[src/verilog/seq_cursor_defs.vh]
// constants for the cursor, palette and display fifo threshold registers
// Function
// - with border protect set, the border colour comes from extended palette entry 258.
// - with border protect clear, the border uses the entry named by the border palette index register.
// - palette entry 258 is reachable by the host only while extended colour access is set.
// - cursor size 0 gives a 32 by 32 cursor and 1 gives a 64 by 64 cursor.
// - with extended access set, low index x0h is cursor background, xFh cursor foreground, X2h border.
// - with extended access clear, palette addressing is plain standard palette with no extra entries.
// - cursor enable 1 shows the hardware cursor and 0 suppresses it entirely.
// - in 32 by 32 size the 6-bit select picks one of 64 patterns in the top 16 Kbytes of memory.
// - in 64 by 64 size only select bits 5:2 pick one of 16 patterns and bits 1:0 are ignored.
// - the 4-bit fifo threshold sets the level at which display refill cycles start, holding off others.
// - inside the video window the secondary threshold replaces the primary one.
`ifndef SEQ_CURSOR_DEFS_VH
`define SEQ_CURSOR_DEFS_VH
`define IDX_CURSOR_ATTR 8'h12
`define IDX_CURSOR_PAT 8'h13
`define IDX_SCRATCH_TWO 8'h14
`define IDX_SCRATCH_THREE 8'h15
`define IDX_FIFO_THRESH 8'h16
`define ATTR_WMASK 8'h87
`define PAT_WMASK 8'h3F
`define THRESH_WMASK 8'h0F
`define REG_RESET 8'h00
`define BIT_CURSOR_EN 0
`define BIT_EXT_ACCESS 1
`define BIT_CURSOR_SIZE 2
`define BIT_BORDER_PROT 7
`define LUT_NORMAL_TOP 2'h0
`define LUT_EXT_CURSOR_BG 2'h1
`define LUT_EXT_CURSOR_FG 2'h2
`define LUT_EXT_BORDER 2'h3
`define LOW_NIB_BG 4'h0
`define LOW_NIB_FG 4'hF
`define LOW_NIB_BORDER 4'h2
`define BORDER_EXT_ENTRY 9'h102
`define EXT_ENTRY_BG 9'h100
`define EXT_ENTRY_FG 9'h101
`define PAT_TOP_LSB 14
`define PAT_LARGE_FIELD 13:10
`define PAT_SMALL_FIELD 13:8
`define SEL_LARGE_FIELD 5:2
`define SEL_SMALL_FIELD 5:0
`define PAT_BYTES_32 10'h100
`define PAT_BYTES_64 10'h400
`endif

[src/verilog/palette_index_map.v]
// maps host palette index to a palette entry, adding extended entries
`timescale 1ns/10ps
`include "seq_cursor_defs.vh"
module palette_index_map
(
  // control
  input wire ext_access,
  // host index
  input wire [7:0] host_index,
  // mapped entry, 0..255 normal, 256..258 extended
  output reg [8:0] lut_entry
);
  always @*
  begin
    lut_entry = {1'b0, host_index};
    // entry 258 only with access set
    if (ext_access)
    begin
      case (host_index[3:0])
        `LOW_NIB_BG: lut_entry = `EXT_ENTRY_BG;
        `LOW_NIB_FG: lut_entry = `EXT_ENTRY_FG;
        `LOW_NIB_BORDER: lut_entry = `BORDER_EXT_ENTRY;
        default: lut_entry = {1'b0, host_index};
      endcase
    end
  end
endmodule

[src/verilog/fifo_refill_ctrl.v]
// display fifo refill request against threshold
`timescale 1ns/10ps
module fifo_refill_ctrl
#(
  parameter LEVEL_W = 4
)
(
  input wire core_clk,
  input wire rst_n,
  input wire [LEVEL_W-1:0] primary_thresh,
  input wire [LEVEL_W-1:0] secondary_thresh,
  input wire in_video_window,
  input wire [LEVEL_W-1:0] fifo_level,
  output reg refill_req
);
  wire [LEVEL_W-1:0] active_thresh;
  assign active_thresh = in_video_window ? secondary_thresh : primary_thresh;
  always @(posedge core_clk or negedge rst_n)
  begin
    if (!rst_n)
      refill_req <= 1'b0;
    else
      refill_req <= (fifo_level <= active_thresh);
  end
endmodule

[src/verilog/cursor_attr_fifo_threshold_regs.v]
// sequencer cursor, palette extension and fifo threshold register bank
`timescale 1ns/10ps
`include "seq_cursor_defs.vh"
module cursor_attr_fifo_threshold_regs
#(
  parameter MEM_ADDR_W = 22,
  parameter LEVEL_W = 4
)
(
  // clock and reset
  input wire core_clk,
  input wire resetn,
  // sequencer index/data port, index already latched by the port logic
  input wire [7:0] seq_index,
  input wire seq_wr,
  input wire [7:0] seq_wdata,
  output reg [7:0] seq_rdata,
  // host palette index
  input wire [7:0] pal_host_index,
  output reg [8:0] pal_entry,
  // border source
  input wire [7:0] border_palette_index_reg,
  output reg [8:0] border_entry,
  // cursor control
  output reg cursor_show,
  output reg cursor_large,
  output reg [MEM_ADDR_W-1:0] cursor_pat_addr,
  // display fifo
  input wire [LEVEL_W-1:0] secondary_fifo_threshold_reg,
  input wire in_video_window,
  input wire [LEVEL_W-1:0] fifo_level,
  output wire refill_req,
  output reg hold_off_cpu
);
////////////////////////////////////////////////////////////////////////////////
  reg rst_meta;
  reg rst_n;
  reg [7:0] cursor_attribute_reg;
  reg [7:0] cursor_pattern_reg;
  reg [7:0] scratch_pad_two_reg;
  reg [7:0] scratch_pad_three_reg;
  reg [7:0] fifo_threshold_reg;
  reg [7:0] next_rdata;
  reg [MEM_ADDR_W-1:0] next_pat_addr;
  wire [8:0] mapped_entry;
  wire refill_int;
  // two-stage reset release
  always @(posedge core_clk or negedge resetn)
  begin
    if (!resetn)
    begin
      rst_meta <= 1'b0;
      rst_n <= 1'b0;
    end
    else
    begin
      rst_meta <= 1'b1;
      rst_n <= rst_meta;
    end
  end
////////////////////////////////////////////////////////////////////////////////
  // register writes; scratch and threshold are firmware-only by convention,
  // hardware cannot tell who writes so it does not block them
  always @(posedge core_clk or negedge rst_n)
  begin
    if (!rst_n)
    begin
      cursor_attribute_reg <= `REG_RESET;
      cursor_pattern_reg <= `REG_RESET;
      scratch_pad_two_reg <= `REG_RESET;
      scratch_pad_three_reg <= `REG_RESET;
      fifo_threshold_reg <= `REG_RESET;
    end
    else if (seq_wr)
    begin
      case (seq_index)
        `IDX_CURSOR_ATTR: cursor_attribute_reg <= seq_wdata & `ATTR_WMASK;
        `IDX_CURSOR_PAT: cursor_pattern_reg <= seq_wdata & `PAT_WMASK;
        `IDX_SCRATCH_TWO: scratch_pad_two_reg <= seq_wdata;
        `IDX_SCRATCH_THREE: scratch_pad_three_reg <= seq_wdata;
        `IDX_FIFO_THRESH: fifo_threshold_reg <= seq_wdata & `THRESH_WMASK;
        default: cursor_attribute_reg <= cursor_attribute_reg;
      endcase
    end
  end
////////////////////////////////////////////////////////////////////////////////
  always @*
  begin
    case (seq_index)
      `IDX_CURSOR_ATTR: next_rdata = cursor_attribute_reg;
      `IDX_CURSOR_PAT: next_rdata = cursor_pattern_reg;
      `IDX_SCRATCH_TWO: next_rdata = scratch_pad_two_reg;
      `IDX_SCRATCH_THREE: next_rdata = scratch_pad_three_reg;
      `IDX_FIFO_THRESH: next_rdata = fifo_threshold_reg;
      default: next_rdata = `REG_RESET;
    endcase
  end
  // pattern base: top 16 Kbytes, 256 bytes per small pattern, 1 Kbyte per large
  always @*
  begin
    next_pat_addr = {MEM_ADDR_W{1'b1}} << `PAT_TOP_LSB;
    // large cursor ignores low select bits
    if (cursor_attribute_reg[`BIT_CURSOR_SIZE])
      next_pat_addr[`PAT_LARGE_FIELD] = cursor_pattern_reg[`SEL_LARGE_FIELD];
    // small cursor uses all six bits
    else
      next_pat_addr[`PAT_SMALL_FIELD] = cursor_pattern_reg[`SEL_SMALL_FIELD];
  end
  palette_index_map u_map
  (
    .ext_access(cursor_attribute_reg[`BIT_EXT_ACCESS]),
    .host_index(pal_host_index),
    .lut_entry(mapped_entry)
  );
  fifo_refill_ctrl #(.LEVEL_W(LEVEL_W)) u_refill
  (
    .core_clk(core_clk),
    .rst_n(rst_n),
    .primary_thresh(fifo_threshold_reg[LEVEL_W-1:0]),
    .secondary_thresh(secondary_fifo_threshold_reg),
    .in_video_window(in_video_window),
    .fifo_level(fifo_level),
    .refill_req(refill_int)
  );
  assign refill_req = refill_int;
////////////////////////////////////////////////////////////////////////////////
  // registered outputs
  always @(posedge core_clk or negedge rst_n)
  begin
    if (!rst_n)
    begin
      seq_rdata <= `REG_RESET;
      pal_entry <= 9'h000;
      border_entry <= 9'h000;
      cursor_show <= 1'b0;
      cursor_large <= 1'b0;
      cursor_pat_addr <= {MEM_ADDR_W{1'b0}};
      hold_off_cpu <= 1'b0;
    end
    else
    begin
      seq_rdata <= next_rdata;
      pal_entry <= mapped_entry;
      if (cursor_attribute_reg[`BIT_BORDER_PROT])
        border_entry <= `BORDER_EXT_ENTRY;
      else
        border_entry <= {1'b0, border_palette_index_reg};
      cursor_show <= cursor_attribute_reg[`BIT_CURSOR_EN];
      cursor_large <= cursor_attribute_reg[`BIT_CURSOR_SIZE];
      cursor_pat_addr <= next_pat_addr;
      // hold off other cycles while refilling
      hold_off_cpu <= refill_int;
    end
  end
endmodule

[config.mk]
export PLATFORM = sky130hd
export DESIGN_NAME = cursor_attr_fifo_threshold_regs
export DESIGN_NICKNAME = d
export VERILOG_FILES = /design/src/verilog/palette_index_map.v /design/src/verilog/fifo_refill_ctrl.v /design/src/verilog/cursor_attr_fifo_threshold_regs.v
export VERILOG_INCLUDE_DIRS = /design/src /design/src/verilog
export SDC_FILE = /design/constraint.sdc
export NUM_CORES = 1
export LEC_CHECK = 0
export BUFFER_PORTS_ARGS = -buffer_cell sky130_fd_sc_hd__buf_2
export CELL_PAD_IN_SITES_DETAIL_PLACEMENT = 1
export CELL_PAD_IN_SITES_GLOBAL_PLACEMENT = 2
export CORE_ASPECT_RATIO = 0.75
export CORE_MARGIN = 2
export CORE_UTILIZATION = 28
export CTS_BUF_LIST = sky130_fd_sc_hd__clkbuf_4 sky130_fd_sc_hd__clkbuf_8 sky130_fd_sc_hd__clkbuf_16
export DETAILED_ROUTE_END_ITERATION = 7
export GPL_ROUTABILITY_DRIVEN = 0
export GPL_TIMING_DRIVEN = 0
export PLACE_DENSITY = 0.75
export SYNTH_ARGS = -nofsm -noshare
export SYNTH_HDL_FRONTEND = slang
export SYNTH_SLANG_ARGS = --single-unit
export TNS_END_PERCENT = 10
[constraint.sdc]
create_clock -name core_clk -period 2.2 [get_ports core_clk]
set_input_delay 0.44 -clock core_clk [delete_from_list [all_inputs] [get_ports core_clk]]
set_output_delay 0.44 -clock core_clk [all_outputs]
set_load 0.005 [all_outputs]
# Yosys cells after proc, flatten, opt, wreduce, memory -nomap -nowiden
# Index checks and enable logic that the tools add are counted.
# totals
reg_bits,69
inputBits,44
output_inout_bits,52
elab_cells,35
# op_classes
order_cmp,1
n_eq_ne,7
mux,6
reduce_logical,6
# op_table
cell,n
"8-bit by 5-bit == test with 1-bit output, second input constant",5
8-bit case mux with 5 select lines,1
9-bit case mux with 3 select lines,1
9-bit 2-to-1 mux,2
2-bit AND reduction,5
"4-bit by 2-bit == test with 1-bit output, second input constant",1
"4-bit == test, second input constant",1
4-bit less-or-equal comparator,1
4-bit logical NOT,1
4-bit 2-to-1 mux,1
2-bit 2-to-1 mux,1

# Longest topological paths before layout
# logic_depth
word_depth,3
depth_mapped,6
ltp_nobuf,6

# Hierarchy
# A second synthesis with hierarchy kept.
# unflattened
cells_unflattened,219
hier_area_um2,2954.1
# modules_own_cells
mod,instances,cells_per_inst,area_each_um2,seq_area_each_um2
cursor_attr_fifo_threshold_regs,1,183,2661.3,1701.6
fifo_refill_ctrl,1,15,155.1,25.0
palette_index_map,1,21,137.6,0.0

# Least setup slack after synthesis
# Ideal clock, no wire load.
# synth_timing
kind,input -> register
from,input port seq_index[7]
to,register scratch_pad_three_reg[0]
setup_ns,0.125
arrival_ns,1.872
t_required_ns,2.075
path_slack_ns,0.203
stages,5
path_buffers,1
path_cell_list,or4b_1 -> buf_2 -> nor4b_4 -> nand2_4 -> mux2_2
# synth_via
elab_chain_cells,2
# synth_rtl
item,line,source
from (decl),cursor_attr_fifo_threshold_regs.v:14,"input wire [7:0] seq_index,"
8-bit by 5-bit == test with 1-bit output,cursor_attr_fifo_threshold_regs.v:76,case (seq_index)
2-bit AND reduction (no line),-,
to (signal assigned),cursor_attr_fifo_threshold_regs.v:71,scratch_pad_three_reg <= `REG_RESET;
to (signal assigned),cursor_attr_fifo_threshold_regs.v:80,`IDX_SCRATCH_THREE: scratch_pad_three_reg <= seq_wdata;
to (decl),cursor_attr_fifo_threshold_regs.v:41,reg [7:0] scratch_pad_three_reg;
# Every way passes these cells.
# A chain may end at the register's enable or synchronous reset.

# Worst setup path in the final report
# layout_timing
from,input port seq_index[7]
to,register seq_rdata[4]
# layout_via
elab_chain_cells,2
word_cells_on_any_way,6
cone_classes,eq/ne (5); mux (1)
# layout_rtl
item,line,source
8-bit by 5-bit == test with 1-bit output,cursor_attr_fifo_threshold_regs.v:89,case (seq_index)
8-bit case mux with 5 select lines *,cursor_attr_fifo_threshold_regs.v:89,
via next_rdata[4],cursor_attr_fifo_threshold_regs.v:43,reg [7:0] next_rdata;
to (signal assigned),cursor_attr_fifo_threshold_regs.v:132,seq_rdata <= `REG_RESET;
to (signal assigned),cursor_attr_fifo_threshold_regs.v:142,seq_rdata <= next_rdata;
to (decl),cursor_attr_fifo_threshold_regs.v:17,"output reg [7:0] seq_rdata,"
# Mark *: on every way through the listed nets, which the timed path passes. The rest lies on a longest branch.

==> metrics.md <==
| Metric | Value |
|---|---|
| Hold Violations, Final | 0 |
| Leading cell type in the layout, fill and taps excluded | sky130_fd_sc_hd__buf_2 |
| Vias per cell | 4.32 |
| Detail Placement HPWL | 4860 um |
| Critical Path AT | 2.33 ns |
| Worst min-delay path category | in2reg |
| Mux share of post-synthesis cell area | between 15 and 20% |
| Total core area | 9740 um2 |
| HP Start | border_palette_index_reg[1] |
| Result of the run | completed |
| Sequential fraction of the synthesis area | between 60% and 70% |
| Portion of total power attributed to the clock network | 47.6% |
| Clock insertion delay at the later pin of the skew report | ~0.33 ns |
| Synth Cell Area | 2820 um2 |
| Average routed wire per standard cell | 14.8 um |
| Routed via count | 1941 |
| Total clock buffers created by CTS | 9 |
| Number of slew-limit violations in the final report | 0 |
| Worst hold path cell count | 2 |
| Finish-stage setup viols | 0 |
| Die W | 120 um |
| Warnings, synthesis | 0 |
| Total grt overflow | 0 |
| Global Route Usage Sum | 13.1% |
| Main combinational cell family by area after synthesis | multiplexers |
| Post-route minimum period | 2.07 ns |
| Biggest regs | border_entry: 9 flops, pal_entry: 9 flops |
| Worst Skew | 0.00453 ns |
| Number of global-route vias before repair | 2158 |
| Tightest Pin Transition | 0.984 ns |
| Proportion of register bits with asynchronous set or reset after synthesis | 100% |
| Largest fanout on the critical path | 6 |
| Unique cell type count in the Yosys netlist | 36 |
| # clock sinks | 69 |
| Number of antenna violations at the first check in global routing | 0 |
| Count of mapped cells out of synthesis | 208 |
| Static power due to leakage | around 2.0 nW |
| Die area | 10900 um2 |
| Kind of start point of the critical path | input pin |
| EDFF count, synth | 0 |
| Final worst-path setup slack | 0.132 ns |
| Share of synthesized cell area in and, or, nand and nor gates | a little over a tenth |
| Util after Layout | 38.6% |
| TritonCTS clock tree | done |
| Compound-cell area share of the yosys netlist | 5.24% |
| Sequential fraction of design power | a little under half |
| Port-buffer cells | 85 |
| Top-level I/O count | 96 |
| Layout cell share with drive strength beyond 1 | between 40% and 50% |
| Register-to-Register Path Depth | 6 |
| Combinational group share of total power | roughly 7.0% |
| Maximum level of the CTS H-tree | 3 |
| Adder-cell area share of the yosys netlist | approximately 1.8% |
| Initial cell density of the core | ~29% |
| Max-cap viol count | 0 |
| First drt pass iteration count | 4 |
| Global-route wire length before repair | between 10000 and 15000 um |
| Placement-stage worst setup slack | -0.497 ns |
| Worst endpoint required time | 2.47 ns |
| Pint | 2.42 mW |
| Achievable Freq | 484 MHz |
| Xor-xnor portion of the synthesized cell area | 0% |
| Share of the clock period used by the worst path after layout | a little over nine tenths |
| Number of post-CTS setup repair buffers | 0 |
| Setup CP Type | in2reg |
| Maximum vdd ir drop | around 470 uV |
| Wire length reported by the detailed router | 6640 um |
| Synthesis-stage register bit count | 69 |
| Nets | 361 |
| DRC violations left | 0 |
| Worst R2R Start | fifo_threshold_reg[1]$_DFFE_PN0P_ |
| Vertical extent of the die | between 90 and 100 um |
| Switching share of power | 20.4% |
| Highest-count cells in the layout ignoring fill and taps | 87 x sky130_fd_sc_hd__buf_2, 68 x sky130_fd_sc_hd__dfrtp_1, 32 x sky130_fd_sc_hd__mux2_2 |
| Largest net degree at the start of global routing | 68 |
| Number of DRC markers after the initial detailed-route iteration | 57 |
| Max transition margin | 33.8% |
| Post-detailed-route count of antenna-violating nets | 0 |
| Clock root buffer master | sky130_fd_sc_hd__clkbuf_16 |
| Source of the critical timing path | seq_index[7] |
| Relative area change from synthesis to final layout | 33.5% |
| Top FF cell, synth | sky130_fd_sc_hd__dfrtp_1 |
| Number of antenna diodes | 0 |
| Clock buffer depth | 2 |
| Net Switching | 0.621 mW |
| Post-Synthesis Mean Instance Area | about 14 um2 |
| Type of element capturing the critical path | flop |
| Worst-path clk slew | 0.05 ns |
| Setup repair after global routing missed its margin | false |
| PwrDens | 808 nW/um2 |
| Placement Rows | 31 |
## path summary, 6_finish.rpt
path                                                  to  slack (ns)
min reg2reg                              rst_n$_DFF_PN0_        0.36
min                            border_entry[1]$_DFF_PN0_        0.31
max                               seq_rdata[4]$_DFF_PN0_        0.13
max in group asynchronous      border_entry[0]$_DFF_PN0_        1.20
max reg2reg                u_refill.refill_req$_DFF_PN0_        0.87
min in group asynchronous                rst_n$_DFF_PN0_        0.43
## metrics by stage
step	TNS [ns]	hold slack, ns	total power [mW]	cells	instance area, um2
floorplan	0	0.144	1.50	216	2850
global placement	-48.58	0.225	1.61	433	3440
detailed placement	-5.49	0.227	1.62	433	3440
CTS	0	0.304	3.11	449	3760
global route	0	0.312	3.19	449	3760
finish	0	0.312	3.04	449	3760
## kinds of logic after synthesis
kind of cell	Yosys count
flops	69
buf+inv	23
compound gates	21
simple gates	50
other cells	2
mux	39
fa+ha+maj	4
## routing by layer
metal | up-vias | track usage (%) | part of all wire (%)
met5 | - | 0 | 0
met4 | 0 | 4.12 | 1.2
met3 | 7 | 4.55 | 7.3
met2 | 71 | 20.6 | 45
met1 | 948 | 16.9 | 47
li1 | 915 | - | -
## repair_timing
| action | in CTS | in global routing |
|---|---|---|
| endpoints found under the hold margin | 2 | 0 |
| resized for setup | 1 | 0 |
| hold buffers | 1 | 0 |
| endpoints found under the setup margin | 4 | 0 |
## critical path, cell delays in order
cell                     delay, ns
sky130_fd_sc_hd__buf_2        0.10
sky130_fd_sc_hd__or4b_1       0.50
sky130_fd_sc_hd__buf_2        0.18
sky130_fd_sc_hd__nor4_1       0.75
sky130_fd_sc_hd__a22o_2       0.27
sky130_fd_sc_hd__a21o_1       0.09
## final cells by class
type | instances | area [um2]
clock buffer | 14 | 275
inverter | 3 | 11.3
clock inverter | 1 | 30.0
tap | 132 | 165
buffer | 20 | 134
sequential | 69 | 1730
fill | 1087 | 5970
multi-input combinational | 124 | 980
timing repair buffer | 86 | 435
## power by group through the flow
stage                     clock (mW)  combinational [mW]  sequential (mW)
after floorplan                    0               0.104             1.39
after global placement             0               0.207             1.40
after detailed placement           0               0.213             1.41
after CTS                       1.51               0.215             1.38
after global routing            1.56               0.239             1.39
final                           1.45               0.212             1.38
## synth_stat cells (2+ instances only)
| cell | count | share of area [%] |
|---|---|---|
| sky130_fd_sc_hd__nor2b_1 | 14 | 3.1 |
| sky130_fd_sc_hd__nand4_1 | 3 | 0.67 |
| sky130_fd_sc_hd__a22oi_1 | 2 | 0.53 |
| sky130_fd_sc_hd__dfrtp_1 | 69 | 61 |
| sky130_fd_sc_hd__conb_1 | 2 | 0.27 |
| sky130_fd_sc_hd__a22o_2 | 3 | 1.1 |
| sky130_fd_sc_hd__ha_1 | 4 | 1.8 |
| sky130_fd_sc_hd__mux2i_1 | 7 | 2.5 |
| sky130_fd_sc_hd__o21ai_0 | 5 | 0.89 |
| sky130_fd_sc_hd__a22o_1 | 2 | 0.62 |
| sky130_fd_sc_hd__nand3b_1 | 2 | 0.53 |
| sky130_fd_sc_hd__buf_2 | 2 | 0.36 |
| sky130_fd_sc_hd__inv_1 | 3 | 0.40 |
| sky130_fd_sc_hd__nor2_1 | 6 | 0.80 |
| sky130_fd_sc_hd__nand2_1 | 7 | 0.93 |
| sky130_fd_sc_hd__a21oi_1 | 3 | 0.53 |
| sky130_fd_sc_hd__a21o_1 | 2 | 0.53 |
| sky130_fd_sc_hd__clkbuf_1 | 3 | 0.40 |
| sky130_fd_sc_hd__mux2_2 | 32 | 13 |
| sky130_fd_sc_hd__and2_1 | 6 | 1.3 |
| sky130_fd_sc_hd__nor3_1 | 2 | 0.36 |
| sky130_fd_sc_hd__buf_4 | 15 | 4.0 |
Power figures use the tool's default switching activity.
